### src/pkg/scl_map.svh
// Constants of the scalar control loop unit: instruction fields, opcodes, bus map.
// Assumes inclusion by bare name from the design files and the package.
`ifndef SCL_MAP_SVH
`define SCL_MAP_SVH

// ****************************************
// Instruction word layout (32-bit word)
// ****************************************
`define OPC_HI 31
`define OPC_LO 27
`define PRI_HI 26
`define PRI_LO 23
`define IDX_HI 22
`define IDX_LO 19
`define ADR_HI 19
`define ADR_LO 0
`define LIT_HI 15
`define LIT_LO 0
`define CNT_HI 18
`define CNT_LO 8
`define LEN_HI 7
`define LEN_LO 0

// ****************************************
// Opcodes
// ****************************************
`define OP_REPEAT 5'h01
`define OP_JUMP 5'h02
`define OP_ENTRY 5'h03
`define OP_RETURN 5'h04
`define OP_XNOR_REGS 5'h05
`define OP_XNOR_LIT 5'h06
`define OP_PLUS_ONE 5'h07
`define OP_MINUS_ONE 5'h08

// ****************************************
// Limits
// ****************************************
`define MAX_BODY 9'h100
`define MOD_MAX 4'hD
`define PC_W 20

// ****************************************
// Register bus map (word byte addresses)
// ****************************************
`define A_CTRL 8'h00
`define A_INSN 8'h04
`define A_PC 8'h08
`define A_STAT 8'h0C
`define A_MASK 8'h10
`define A_BLKLO 8'h14
`define A_BLKHI 8'h18
`define A_LOOP 8'h1C
`define A_REGS 8'h40
`define REGS_SPAN 8'h40

// Status bits: loop error, jump range error, carry, overflow, loop end.
`define ST_NEST 0
`define ST_RANGE 1
`define ST_CARRY 2
`define ST_OVERFLOW_FLAG 3
`define ST_LOOPEND 4
`define ST_W 5
`endif

### src/pkg/scl_pkg.sv
// Types shared by the scalar control loop unit.
// Assumes scl_map.svh is on the include path.
`include "scl_map.svh"
package scl_pkg;
  typedef enum logic [1:0] {
    IDLE,
    LOOPING
  } loop_state_t;
  typedef logic [31:0] word_t;
  typedef logic [`PC_W-1:0] pc_t;
endpackage

### src/design/scl_alu.sv
// Scalar arithmetic for the control unit: xnor forms and +1 / -1 with flags.
// Assumes operands come from the register file; purely combinational.
`timescale 1ns/1ps
`include "scl_map.svh"
module scl_alu (
  input wire logic [4:0] opcode,
  input wire logic [31:0] opA,
  input wire logic [31:0] opB,
  input wire logic [15:0] literal,
  output logic [31:0] result,
  output logic carry,
  output logic overflow,
  output logic writes
);
  logic [32:0] sum;

  // Unsigned 33-bit arithmetic gives carry for +1; -1 sets carry when the operand is nonzero; signed overflow from sign bits.
  always_comb begin
    sum = 33'h0;
    result = opA;
    carry = 1'b0;
    overflow = 1'b0;
    writes = 1'b0;
    case (opcode)
      `OP_XNOR_REGS: begin
        result = ~(opA ^ opB);
        writes = 1'b1;
      end
      `OP_XNOR_LIT: begin
        result = ~(opA ^ {16'h0000, literal});
        writes = 1'b1;
      end
      `OP_PLUS_ONE: begin
        sum = {1'b0, opA} + 33'h000000001;
        result = sum[31:0];
        carry = sum[32];
        overflow = ~opA[31] & sum[31];
        writes = 1'b1;
      end
      `OP_MINUS_ONE: begin
        sum = {1'b0, opA} - 33'h000000001;
        result = sum[31:0];
        carry = (opA != 32'h00000000);
        overflow = opA[31] & ~sum[31];
        writes = 1'b1;
      end
      default: begin
        writes = 1'b0;
      end
    endcase
  end
endmodule

### src/design/scalar_control_loop_unit.sv
// Scalar controller: executes one instruction per push, runs repeat loops, jumps.
// Assumes software feeds instructions over classic Wishbone, one per write.
`timescale 1ns/1ps
`include "scl_map.svh"

module scalar_control_loop_unit (
  input wire logic clk,
  input wire logic rst,
  input wire logic ce,
  input wire logic wb_cyc_i,
  input wire logic wb_stb_i,
  input wire logic wb_we_i,
  input wire logic [7:0] wb_adr_i,
  input wire logic [3:0] wb_sel_i,
  input wire logic [31:0] wb_dat_i,
  output logic [31:0] wb_dat_o,
  output logic wb_ack_o,
  output logic irq,
  output logic [19:0] pcOut
);
  // ****************************************
  // State
  // ****************************************
  logic [31:0] regs_q [0:15];
  logic [31:0] regWrData;
  logic [3:0] regWrSel;
  logic regWr;
  logic [19:0] pc_q, pc_d;
  logic [19:0] blkLo_q, blkLo_d, blkHi_q, blkHi_d;
  logic [`ST_W-1:0] stat_q, stat_d, mask_q, mask_d;
  logic carry_q, carry_d, overflow_flag_q, overflow_flag_d;
  scl_pkg::loop_state_t loop_q, loop_d;
  logic [19:0] bodyStart_q, bodyStart_d, bodyEnd_q, bodyEnd_d;
  logic [31:0] passLeft_q, passLeft_d;
  logic ack_q, ack_d;
  logic [31:0] rdat_q, rdat_d;
  logic irq_q, irq_d;

  // ****************************************
  // Bus decode and instruction fields
  // ****************************************
  logic req, wr, insnPush;
  logic [31:0] insn;
  logic [4:0] opc;
  logic [3:0] priSel, idxSel;
  logic [31:0] priVal, idxVal;
  logic [31:0] aluRes;
  logic aluC, aluV, aluW;

  // A new request is one not yet answered; ack drops the cycle after it rises.
  assign req = wb_cyc_i & wb_stb_i & ~ack_q;
  assign wr = req & wb_we_i & (wb_sel_i == 4'hF);
  assign insnPush = wr & (wb_adr_i == `A_INSN);
  assign insn = wb_dat_i;
  assign opc = insn[`OPC_HI:`OPC_LO];
  assign priSel = insn[`PRI_HI:`PRI_LO];
  assign idxSel = insn[`IDX_HI:`IDX_LO];
  assign priVal = regs_q[priSel];
  assign idxVal = regs_q[idxSel];

  scl_alu u_alu (
    .opcode(opc),
    .opA(priVal),
    .opB(idxVal),
    .literal(insn[`LIT_HI:`LIT_LO]),
    .result(aluRes),
    .carry(aluC),
    .overflow(aluV),
    .writes(aluW)
  );

  // ****************************************
  // Instruction execution
  // ****************************************
  logic [19:0] target;
  logic isJump, inRange, modOk;
  logic [31:0] passes;
  logic [`ST_W-1:0] events;

  // Next state of pc, loop, flags and register write for a pushed instruction.
  always_comb begin
    pc_d = pc_q;
    loop_d = loop_q;
    bodyStart_d = bodyStart_q;
    bodyEnd_d = bodyEnd_q;
    passLeft_d = passLeft_q;
    carry_d = carry_q;
    overflow_flag_d = overflow_flag_q;
    regWr = 1'b0;
    regWrSel = priSel;
    regWrData = aluRes;
    events = '0;
    target = insn[`ADR_HI:`ADR_LO];
    isJump = 1'b0;
    modOk = (idxSel != 4'h0) && (idxSel <= `MOD_MAX);
    passes = {21'h0, insn[`CNT_HI:`CNT_LO]};
    case (opc)
      `OP_JUMP: begin
        isJump = 1'b1;
        target = insn[`ADR_HI:`ADR_LO] + (modOk ? idxVal[19:0] : 20'h0);
      end
      `OP_ENTRY: begin
        isJump = 1'b1;
      end
      `OP_RETURN: begin
        isJump = 1'b1;
        target = priVal[19:0] + insn[`ADR_HI:`ADR_LO];
      end
      default: begin
        isJump = 1'b0;
      end
    endcase
    inRange = (target >= blkLo_q) && (target <= blkHi_q);
    if (insnPush) begin
      pc_d = pc_q + 20'h00001;
      if (opc == `OP_REPEAT) begin
        if (loop_q == scl_pkg::LOOPING) begin
          events[`ST_NEST] = 1'b1;
        end else begin
          if (modOk) begin
            passes = passes + idxVal;
          end
          if (passes != 32'h0 && insn[`LEN_HI:`LEN_LO] != 8'h00) begin
            loop_d = scl_pkg::LOOPING;
            bodyStart_d = pc_q + 20'h00001;
            bodyEnd_d = pc_q + {12'h000, insn[`LEN_HI:`LEN_LO]};
            passLeft_d = passes;
          end
        end
      end else if (isJump) begin
        if (!inRange) begin
          events[`ST_RANGE] = 1'b1;
        end else begin
          pc_d = target;
          loop_d = scl_pkg::IDLE;
          passLeft_d = 32'h0;
        end
      end else begin
        // Body instructions run as they would outside a loop.
        if (aluW) begin
          regWr = 1'b1;
          if (opc == `OP_PLUS_ONE || opc == `OP_MINUS_ONE) begin
            carry_d = aluC;
            overflow_flag_d = aluV;
          end
        end
        if (loop_q == scl_pkg::LOOPING && pc_q == bodyEnd_q) begin
          if (passLeft_q > 32'h1) begin
            passLeft_d = passLeft_q - 32'h1;
            pc_d = bodyStart_q;
          end else begin
            passLeft_d = 32'h0;
            loop_d = scl_pkg::IDLE;
            events[`ST_LOOPEND] = 1'b1;
          end
        end
      end
      events[`ST_CARRY] = regWr & carry_d & (opc != `OP_XNOR_REGS) & (opc != `OP_XNOR_LIT);
      events[`ST_OVERFLOW_FLAG] = regWr & overflow_flag_d & (opc != `OP_XNOR_REGS) & (opc != `OP_XNOR_LIT);
    end
  end

  // ****************************************
  // Register file and bus registers
  // ****************************************
  logic busRegWr;
  assign busRegWr = wr && (wb_adr_i >= `A_REGS) && (wb_adr_i < `A_REGS + `REGS_SPAN);

  // Bus writes, status with write-one-to-clear where a new event wins.
  always_comb begin
    blkLo_d = blkLo_q;
    blkHi_d = blkHi_q;
    mask_d = mask_q;
    stat_d = stat_q | events;
    ack_d = req;
    rdat_d = 32'h0;
    if (wr) begin
      if (wb_adr_i == `A_STAT) begin
        stat_d = (stat_q & ~wb_dat_i[`ST_W-1:0]) | events;
      end else if (wb_adr_i == `A_MASK) begin
        mask_d = wb_dat_i[`ST_W-1:0];
      end else if (wb_adr_i == `A_BLKLO) begin
        blkLo_d = wb_dat_i[19:0];
      end else if (wb_adr_i == `A_BLKHI) begin
        blkHi_d = wb_dat_i[19:0];
      end
    end
    if (req && !wb_we_i) begin
      if (wb_adr_i == `A_CTRL) begin
        rdat_d = {30'h0, overflow_flag_q, carry_q};
      end else if (wb_adr_i == `A_PC) begin
        rdat_d = {12'h000, pc_q};
      end else if (wb_adr_i == `A_STAT) begin
        rdat_d = {27'h0, stat_q};
      end else if (wb_adr_i == `A_MASK) begin
        rdat_d = {27'h0, mask_q};
      end else if (wb_adr_i == `A_BLKLO) begin
        rdat_d = {12'h000, blkLo_q};
      end else if (wb_adr_i == `A_BLKHI) begin
        rdat_d = {12'h000, blkHi_q};
      end else if (wb_adr_i == `A_LOOP) begin
        rdat_d = passLeft_q;
      end else if (wb_adr_i >= `A_REGS && wb_adr_i < `A_REGS + `REGS_SPAN) begin
        rdat_d = regs_q[wb_adr_i[5:2]];
      end else begin
        rdat_d = 32'h0;
      end
    end
    irq_d = |(stat_d & mask_d);
  end

  // All state registers; clock enable freezes everything.
  always_ff @(posedge clk) begin
    if (rst) begin
      pc_q <= 20'h0;
      loop_q <= scl_pkg::IDLE;
      bodyStart_q <= 20'h0;
      bodyEnd_q <= 20'h0;
      passLeft_q <= 32'h0;
      carry_q <= 1'b0;
      overflow_flag_q <= 1'b0;
      blkLo_q <= 20'h0;
      blkHi_q <= 20'hFFFFF;
      stat_q <= '0;
      mask_q <= '0;
      ack_q <= 1'b0;
      rdat_q <= 32'h0;
      irq_q <= 1'b0;
      for (int i = 0; i < 16; i++) begin
        regs_q[i] <= 32'h0;
      end
    end else if (ce) begin
      pc_q <= pc_d;
      loop_q <= loop_d;
      bodyStart_q <= bodyStart_d;
      bodyEnd_q <= bodyEnd_d;
      passLeft_q <= passLeft_d;
      carry_q <= carry_d;
      overflow_flag_q <= overflow_flag_d;
      blkLo_q <= blkLo_d;
      blkHi_q <= blkHi_d;
      stat_q <= stat_d;
      mask_q <= mask_d;
      ack_q <= ack_d;
      rdat_q <= rdat_d;
      irq_q <= irq_d;
      if (regWr) begin
        regs_q[regWrSel] <= regWrData;
      end else if (busRegWr) begin
        regs_q[wb_adr_i[5:2]] <= wb_dat_i;
      end
    end
  end

  assign wb_ack_o = ack_q;
  assign wb_dat_o = rdat_q;
  assign irq = irq_q;
  assign pcOut = pc_q;

  // ****************************************
  // Assertions
  // ****************************************
  property p_nest;
    @(posedge clk) disable iff (rst)
    (ce && insnPush && opc == `OP_REPEAT && loop_q == scl_pkg::LOOPING) |=> stat_q[`ST_NEST];
  endproperty
  a_nest: assert property (p_nest) else $error("nested repeat not flagged");

  property p_range;
    @(posedge clk) disable iff (rst)
    (ce && insnPush && isJump && !inRange) |=> (stat_q[`ST_RANGE] && pc_q == $past(pc_q) + 20'h1);
  endproperty
  a_range: assert property (p_range) else $error("out of block jump transferred");

  property p_early;
    @(posedge clk) disable iff (rst)
    (ce && insnPush && isJump && inRange) |=> (loop_q == scl_pkg::IDLE);
  endproperty
  a_early: assert property (p_early) else $error("jump did not end loop");

  property p_inc;
    @(posedge clk) disable iff (rst)
    (ce && insnPush && opc == `OP_PLUS_ONE) |=> (carry_q == ($past(priVal) == 32'hFFFFFFFF));
  endproperty
  a_inc: assert property (p_inc) else $error("increment carry wrong");

  property p_dec;
    @(posedge clk) disable iff (rst)
    (ce && insnPush && opc == `OP_MINUS_ONE) |=> (carry_q == ($past(priVal) != 32'h0));
  endproperty
  a_dec: assert property (p_dec) else $error("decrement carry wrong");

  property p_xnor;
    @(posedge clk) disable iff (rst)
    (ce && insnPush && opc == `OP_XNOR_REGS) |=> regs_q[$past(priSel)] == ~($past(priVal) ^ $past(idxVal));
  endproperty
  a_xnor: assert property (p_xnor) else $error("register xnor wrong");

  property p_ret;
    @(posedge clk) disable iff (rst)
    (ce && insnPush && opc == `OP_RETURN && inRange) |=> pc_q == $past(priVal[19:0]) + $past(insn[19:0]);
  endproperty
  a_ret: assert property (p_ret) else $error("return target wrong");

  property p_back;
    @(posedge clk) disable iff (rst)
    (ce && insnPush && !isJump && opc != `OP_REPEAT && loop_q == scl_pkg::LOOPING
      && pc_q == bodyEnd_q && passLeft_q > 32'h1) |=> pc_q == bodyStart_q;
  endproperty
  a_back: assert property (p_back) else $error("loop did not branch back");
endmodule

### config.mk
export PLATFORM = sky130hd
export DESIGN_NAME = scalar_control_loop_unit
export DESIGN_NICKNAME = d
export VERILOG_FILES = /design/src/pkg/scl_pkg.sv /design/src/design/scl_alu.sv /design/src/design/scalar_control_loop_unit.sv
export VERILOG_INCLUDE_DIRS = /design/src /design/src/pkg
export SDC_FILE = /design/constraint.sdc
export NUM_CORES = 2
export LEC_CHECK = 0
export BUFFER_PORTS_ARGS = -buffer_cell sky130_fd_sc_hd__buf_2
export CAP_MARGIN = 20
export CORE_MARGIN = 1
export CORE_UTILIZATION = 60
export CTS_BUF_LIST = sky130_fd_sc_hd__clkbuf_8
export DETAILED_ROUTE_END_ITERATION = 10
export PLACE_DENSITY = 0.73
export SETUP_SLACK_MARGIN = 0.15
export SLEW_MARGIN = 10
export SYNTH_ARGS = -nofsm -noshare
export SYNTH_HDL_FRONTEND = slang
export SYNTH_SLANG_ARGS = --single-unit
### constraint.sdc
create_clock -name clk -period 9.9 [get_ports clk]
set_input_delay 0.99 -clock clk [delete_from_list [all_inputs] [get_ports clk]]
set_output_delay 0.99 -clock clk [all_outputs]
set_load 0.005 [all_outputs]
==> metrics list <==
* Critical path capture point: passLeft_q[0]$_SDFFE_PP0P_
* Final Net Count: approximately 4,400
- Number of antenna violations at the first check in global routing: 3
* Upper clock frequency limit: around 120 MHz
- The cell count after synthesis came out at roughly 4,200.
- Pre-Repair DR Iteration Count: 8
- Share of the yosys chip area belonging to registers: around 40%
- By area the synthesized netlist is led by sky130_fd_sc_hd__edfxtp_1 (33%), sky130_fd_sc_hd__mux4_2 (23%), sky130_fd_sc_hd__dfxtp_1 (7.7%), sky130_fd_sc_hd__nor2_1 (6.3%), sky130_fd_sc_hd__nand2_1 (2.9%).
- Highest cell delay on the worst timing path: just over 700 ps
* Summed instance area of the synthesized netlist: around 46,000 um^2
- Most used flip-flop cell after synthesis: sky130_fd_sc_hd__edfxtp_1
- The worst setup path is launched from an input pin.
* Power share of the combinational group: around a fifth
- Net switching is 30.7% of the power.
- Once placement finished, the instance area stood at ~48,000 um^2.
* Worst slew margin: 23.3%
- Kind of cell with the highest combined delay on the critical path: compound AO/OA/AOI/OAI gates
* Number of primary I/O pins: approximately 100
- The synthesized design devotes to its leading area cell type about a third of total area.
- TritonCTS built the clock tree.
- The floorplan step defined a core boundary enclosing 76,300 um^2.
* Starting Density: around 61%
- Worst setup EP type: flop
* Routed wire length: 173,000 um
- The die is between 200 and 300 um wide.
- Critical path arrival: approximately 9300 ps
* Warnings, synthesis: 0
- Area added between synthesis and finish: 8.06%
- Biggest area consumer among synthesized cells: sky130_fd_sc_hd__edfxtp_1
- The number of pins with negative max-slew slack in the final report came to 0.
* Wire length of the first global-routing pass: around 250,000 um
* Leakage dissipation: 18.0 nW
- Minimum clock period: between 8000 and 9000 ps
* Overall fraction of global-route tracks in use: between 40% and 50%
- Number of failing setup endpoints in the final timing report: 0
- The tree built by TritonCTS fans out to ~690 sinks.
- Total number of H-tree levels: 3
- Peak VDD IR: around 0.12 mV
* Place WS: about 640 ps
- Worst endpoint required time: about 11,000 ps
- In this run, the clock network consumes a little over a third of the power.
- Post-detail-place hpwl: roughly 110,000 um
- After detailed routing, the average wire length per cell comes to between 30 and 40 um.
- The netlist uses 93 different library cells.
* Post-route worst hold slack: 462 ps
- Gates resized during post-CTS repair numbered 0.
- Post-synthesis async set-or-reset flop share: 0%
- Antenna violation net count after detailed routing: 0
- Dividing total power by cell area gives a power density of between 100 and 150 nW/um^2.
- The worst register-to-register path begins at regs_q[3][1]$_SDFFCE_PN0P_.
- Share of post-route cells with drive strength above 1: ~22%
- No sink is reached through more buffers than the 3 on the longest clock path.
- Startpoint of the most critical setup path: wb_dat_i[23]
- Number of DRC markers in iteration 0: 6,704
* Number of vias in the routed layout: between 30,000 and 40,000
* Worst-Margin Slew: approximately 1100 ps
- A synthesized cell averages between 10 and 15 um^2.
- Post-Synthesis Net Count: ~4,400
- The worst register-to-register path has a setup slack of 1880 ps.
* DRC errors left: 0
- The analysis attributes to net switching a power of roughly 2.2 mW.
- Cell area after layout: between 50,000 and 60,000 um^2
* Worst min-delay path category: flop to flop
- The floorplan step set the die height to ~280 um.
* Internal power of the cells: around 5.0 mW
- Overall die area: between 70,000 and 80,000 um^2
- Buf/Inv on CP: 3
* Final worst-path cycle share: between 80% and 90%
* Count of state elements after synthesis: 691
* Maximum number of pins on one net before global-route repair: 90
- In the final timing run, aggregate negative setup slack is 0 ps.
* Clk pin slew, worst setup/hold paths: about 60 ps
- RSZ-0062 raised after global routing: no
- Number of flops mapped to enable cells by yosys: between 500 and 600
* Via count of the first global-routing pass: approximately 37,000
- DR vias/cell: approximately 7.4
- The flow ran to the end, and the final reports show no timing, DRC or antenna violations.
- Max capacitance violation total: 0
* Setup slack after layout: around 1300 ps
* Number of buffers added on ports: between 100 and 150
- Cell depth of the worst setup path: 29
* Total overflow reported by the global router: 0
- Number of rows in the core area: a little over 100
* Number of instances on the worst hold path: 2
- For the worst flop-to-flop path, the logic depth is 28.
- Sequential group share of total power: between 40 and 50%
- The endpoint identified for the worst register-to-register timing path is passLeft_q[0]$_SDFFE_PP0P_.
- In this run the worst path has a maximum fanout of 65.
* Number of buffers created by CTS: around 120
* Commonest cells after routing, fill and taps aside: sky130_fd_sc_hd__nor2_1 (782), sky130_fd_sc_hd__edfxtp_1 (512), sky130_fd_sc_hd__mux4_2 (465)
- The setup path with the least slack is of type input pin to flop.
- After clock tree synthesis, the setup repair step added 0 buffers.
- Between clock sinks in the finished design, the worst skew comes to 64.3 ps.
* Clock latency of the later-clocked register in the worst-skew pair: roughly 800 ps
* Most common cell after layout, fill and taps aside: sky130_fd_sc_hd__nor2_1
* Final Hold Viols: 0
- Routability-driven placement finished with a final weighted congestion of roughly 1.0.
* Root Driver: sky130_fd_sc_hd__clkbuf_8
- Buffers inserted to repair hold after CTS numbered 0.
* Slowest-stage cell, CP: sky130_fd_sc_hd__a2111oi_0
[area by class of cell]
type	count	area, um^2
antenna	2	5.00
clock buffer	124	1710
clock inverter	91	571
fill	5841	26100
inverter	117	440
multi-input combinational	3061	25600
sequential	691	19000
tap	1030	1290
timing repair buffer	241	1640
[through the flow]
step / power (mW) / instances / utilization [%]
CTS: 7.11 / 5345 / 65.6
global placement: 4.59 / 5126 / 62.6
floorplan: 4.15 / 4247 / -
detailed placement: 4.62 / 5130 / 62.6
global route: 7.35 / 5356 / 65.8
finish: 7.19 / 5357 / 65.8
[power groups by stage]
| stage | combinational [mW] | sequential, mW | clock, mW |
|---|---|---|---|
| floorplan | 0.885 | 3.27 | 0 |
| global route | 1.44 | 3.24 | 2.67 |
| global placement | 1.31 | 3.28 | 0 |
| CTS | 1.33 | 3.23 | 2.55 |
| finish | 1.39 | 3.24 | 2.56 |
| detailed placement | 1.32 | 3.29 | 0 |
[worst min-delay path by stage]
stage | from | to | slack, ps
floorplan | bodyStart_q[14]$_SDFFE_PP0P_ | bodyStart_q[14]$_SDFFE_PP0P_ | 430
global placement | bodyStart_q[14]$_SDFFE_PP0P_ | bodyStart_q[14]$_SDFFE_PP0P_ | 440
detailed placement | wb_dat_o[1]$_SDFFE_PP0P_ | wb_dat_o[1]$_SDFFE_PP0P_ | 450
CTS | wb_dat_o[1]$_SDFFE_PP0P_ | wb_dat_o[1]$_SDFFE_PP0P_ | 460
global route | wb_dat_o[1]$_SDFFE_PP0P_ | wb_dat_o[1]$_SDFFE_PP0P_ | 470
finish | wb_dat_o[1]$_SDFFE_PP0P_ | wb_dat_o[1]$_SDFFE_PP0P_ | 460
[cells in the mapped netlist, types with 54 or more instances]
cell type and count:
sky130_fd_sc_hd__a21oi_1 186, sky130_fd_sc_hd__nand3_1 66, sky130_fd_sc_hd__mux2i_1 54, sky130_fd_sc_hd__mux4_2 465
sky130_fd_sc_hd__clkbuf_1 272, sky130_fd_sc_hd__a22oi_1 58, sky130_fd_sc_hd__edfxtp_1 512, sky130_fd_sc_hd__xnor2_1 65
sky130_fd_sc_hd__nand2_1 361, sky130_fd_sc_hd__o21ai_0 123, sky130_fd_sc_hd__nor3_1 62, sky130_fd_sc_hd__nor2_1 784
sky130_fd_sc_hd__o211ai_1 56, sky130_fd_sc_hd__dfxtp_1 179, sky130_fd_sc_hd__ha_1 86, sky130_fd_sc_hd__inv_1 116
[tightest hold or removal path: cells and delay by family (launching register included)]
| kind | cells | cell delay [ps] |
|---|---|---|
| AO/OA/AOI/OAI | 1 | 50 |
| flip-flops | 1 | 300 |
| AND/OR/NAND/NOR | 1 | 60 |
[cell families (layout without fill, tap and decap cells)]
logic type,after synthesis,after routing,share of synthesized area [%]
adders and majority gates,89,89,2.44
other,0,2,0
xor gates and xnor gates,105,105,1.98
buffers and inverters,495,573,4.45
muxes,550,550,24.5
and+or+nand+nor,1513,1513,14.1
DFF,691,691,40.8
AOI/OAI and AO/OA,804,804,11.7
[flip-flops by register name, summed over array words and instances, names as in the netlist]
name / cells
carry_q: 1
pcOut: 20
regs_q: 512
irq: 1
blkLo_q: 20
overflow_flag_q: 1
loop_q: 1
blkHi_q: 20
wb_dat_o: 32
wb_ack_o: 1
passLeft_q: 32
bodyStart_q: 20
bodyEnd_q: 20
mask_q: 5
stat_q: 5
[routing by layer]
metal  track usage [%]  routed length (um)  share of wire (%)
met1              56.4               58100                 33
met2              64.9               75400                 43
met3              15.2               28500                 16
met4              24.7               11500                6.6
met5                 0                  13             0.0075
No activity file was read; power rests on OpenSTA's default activity.
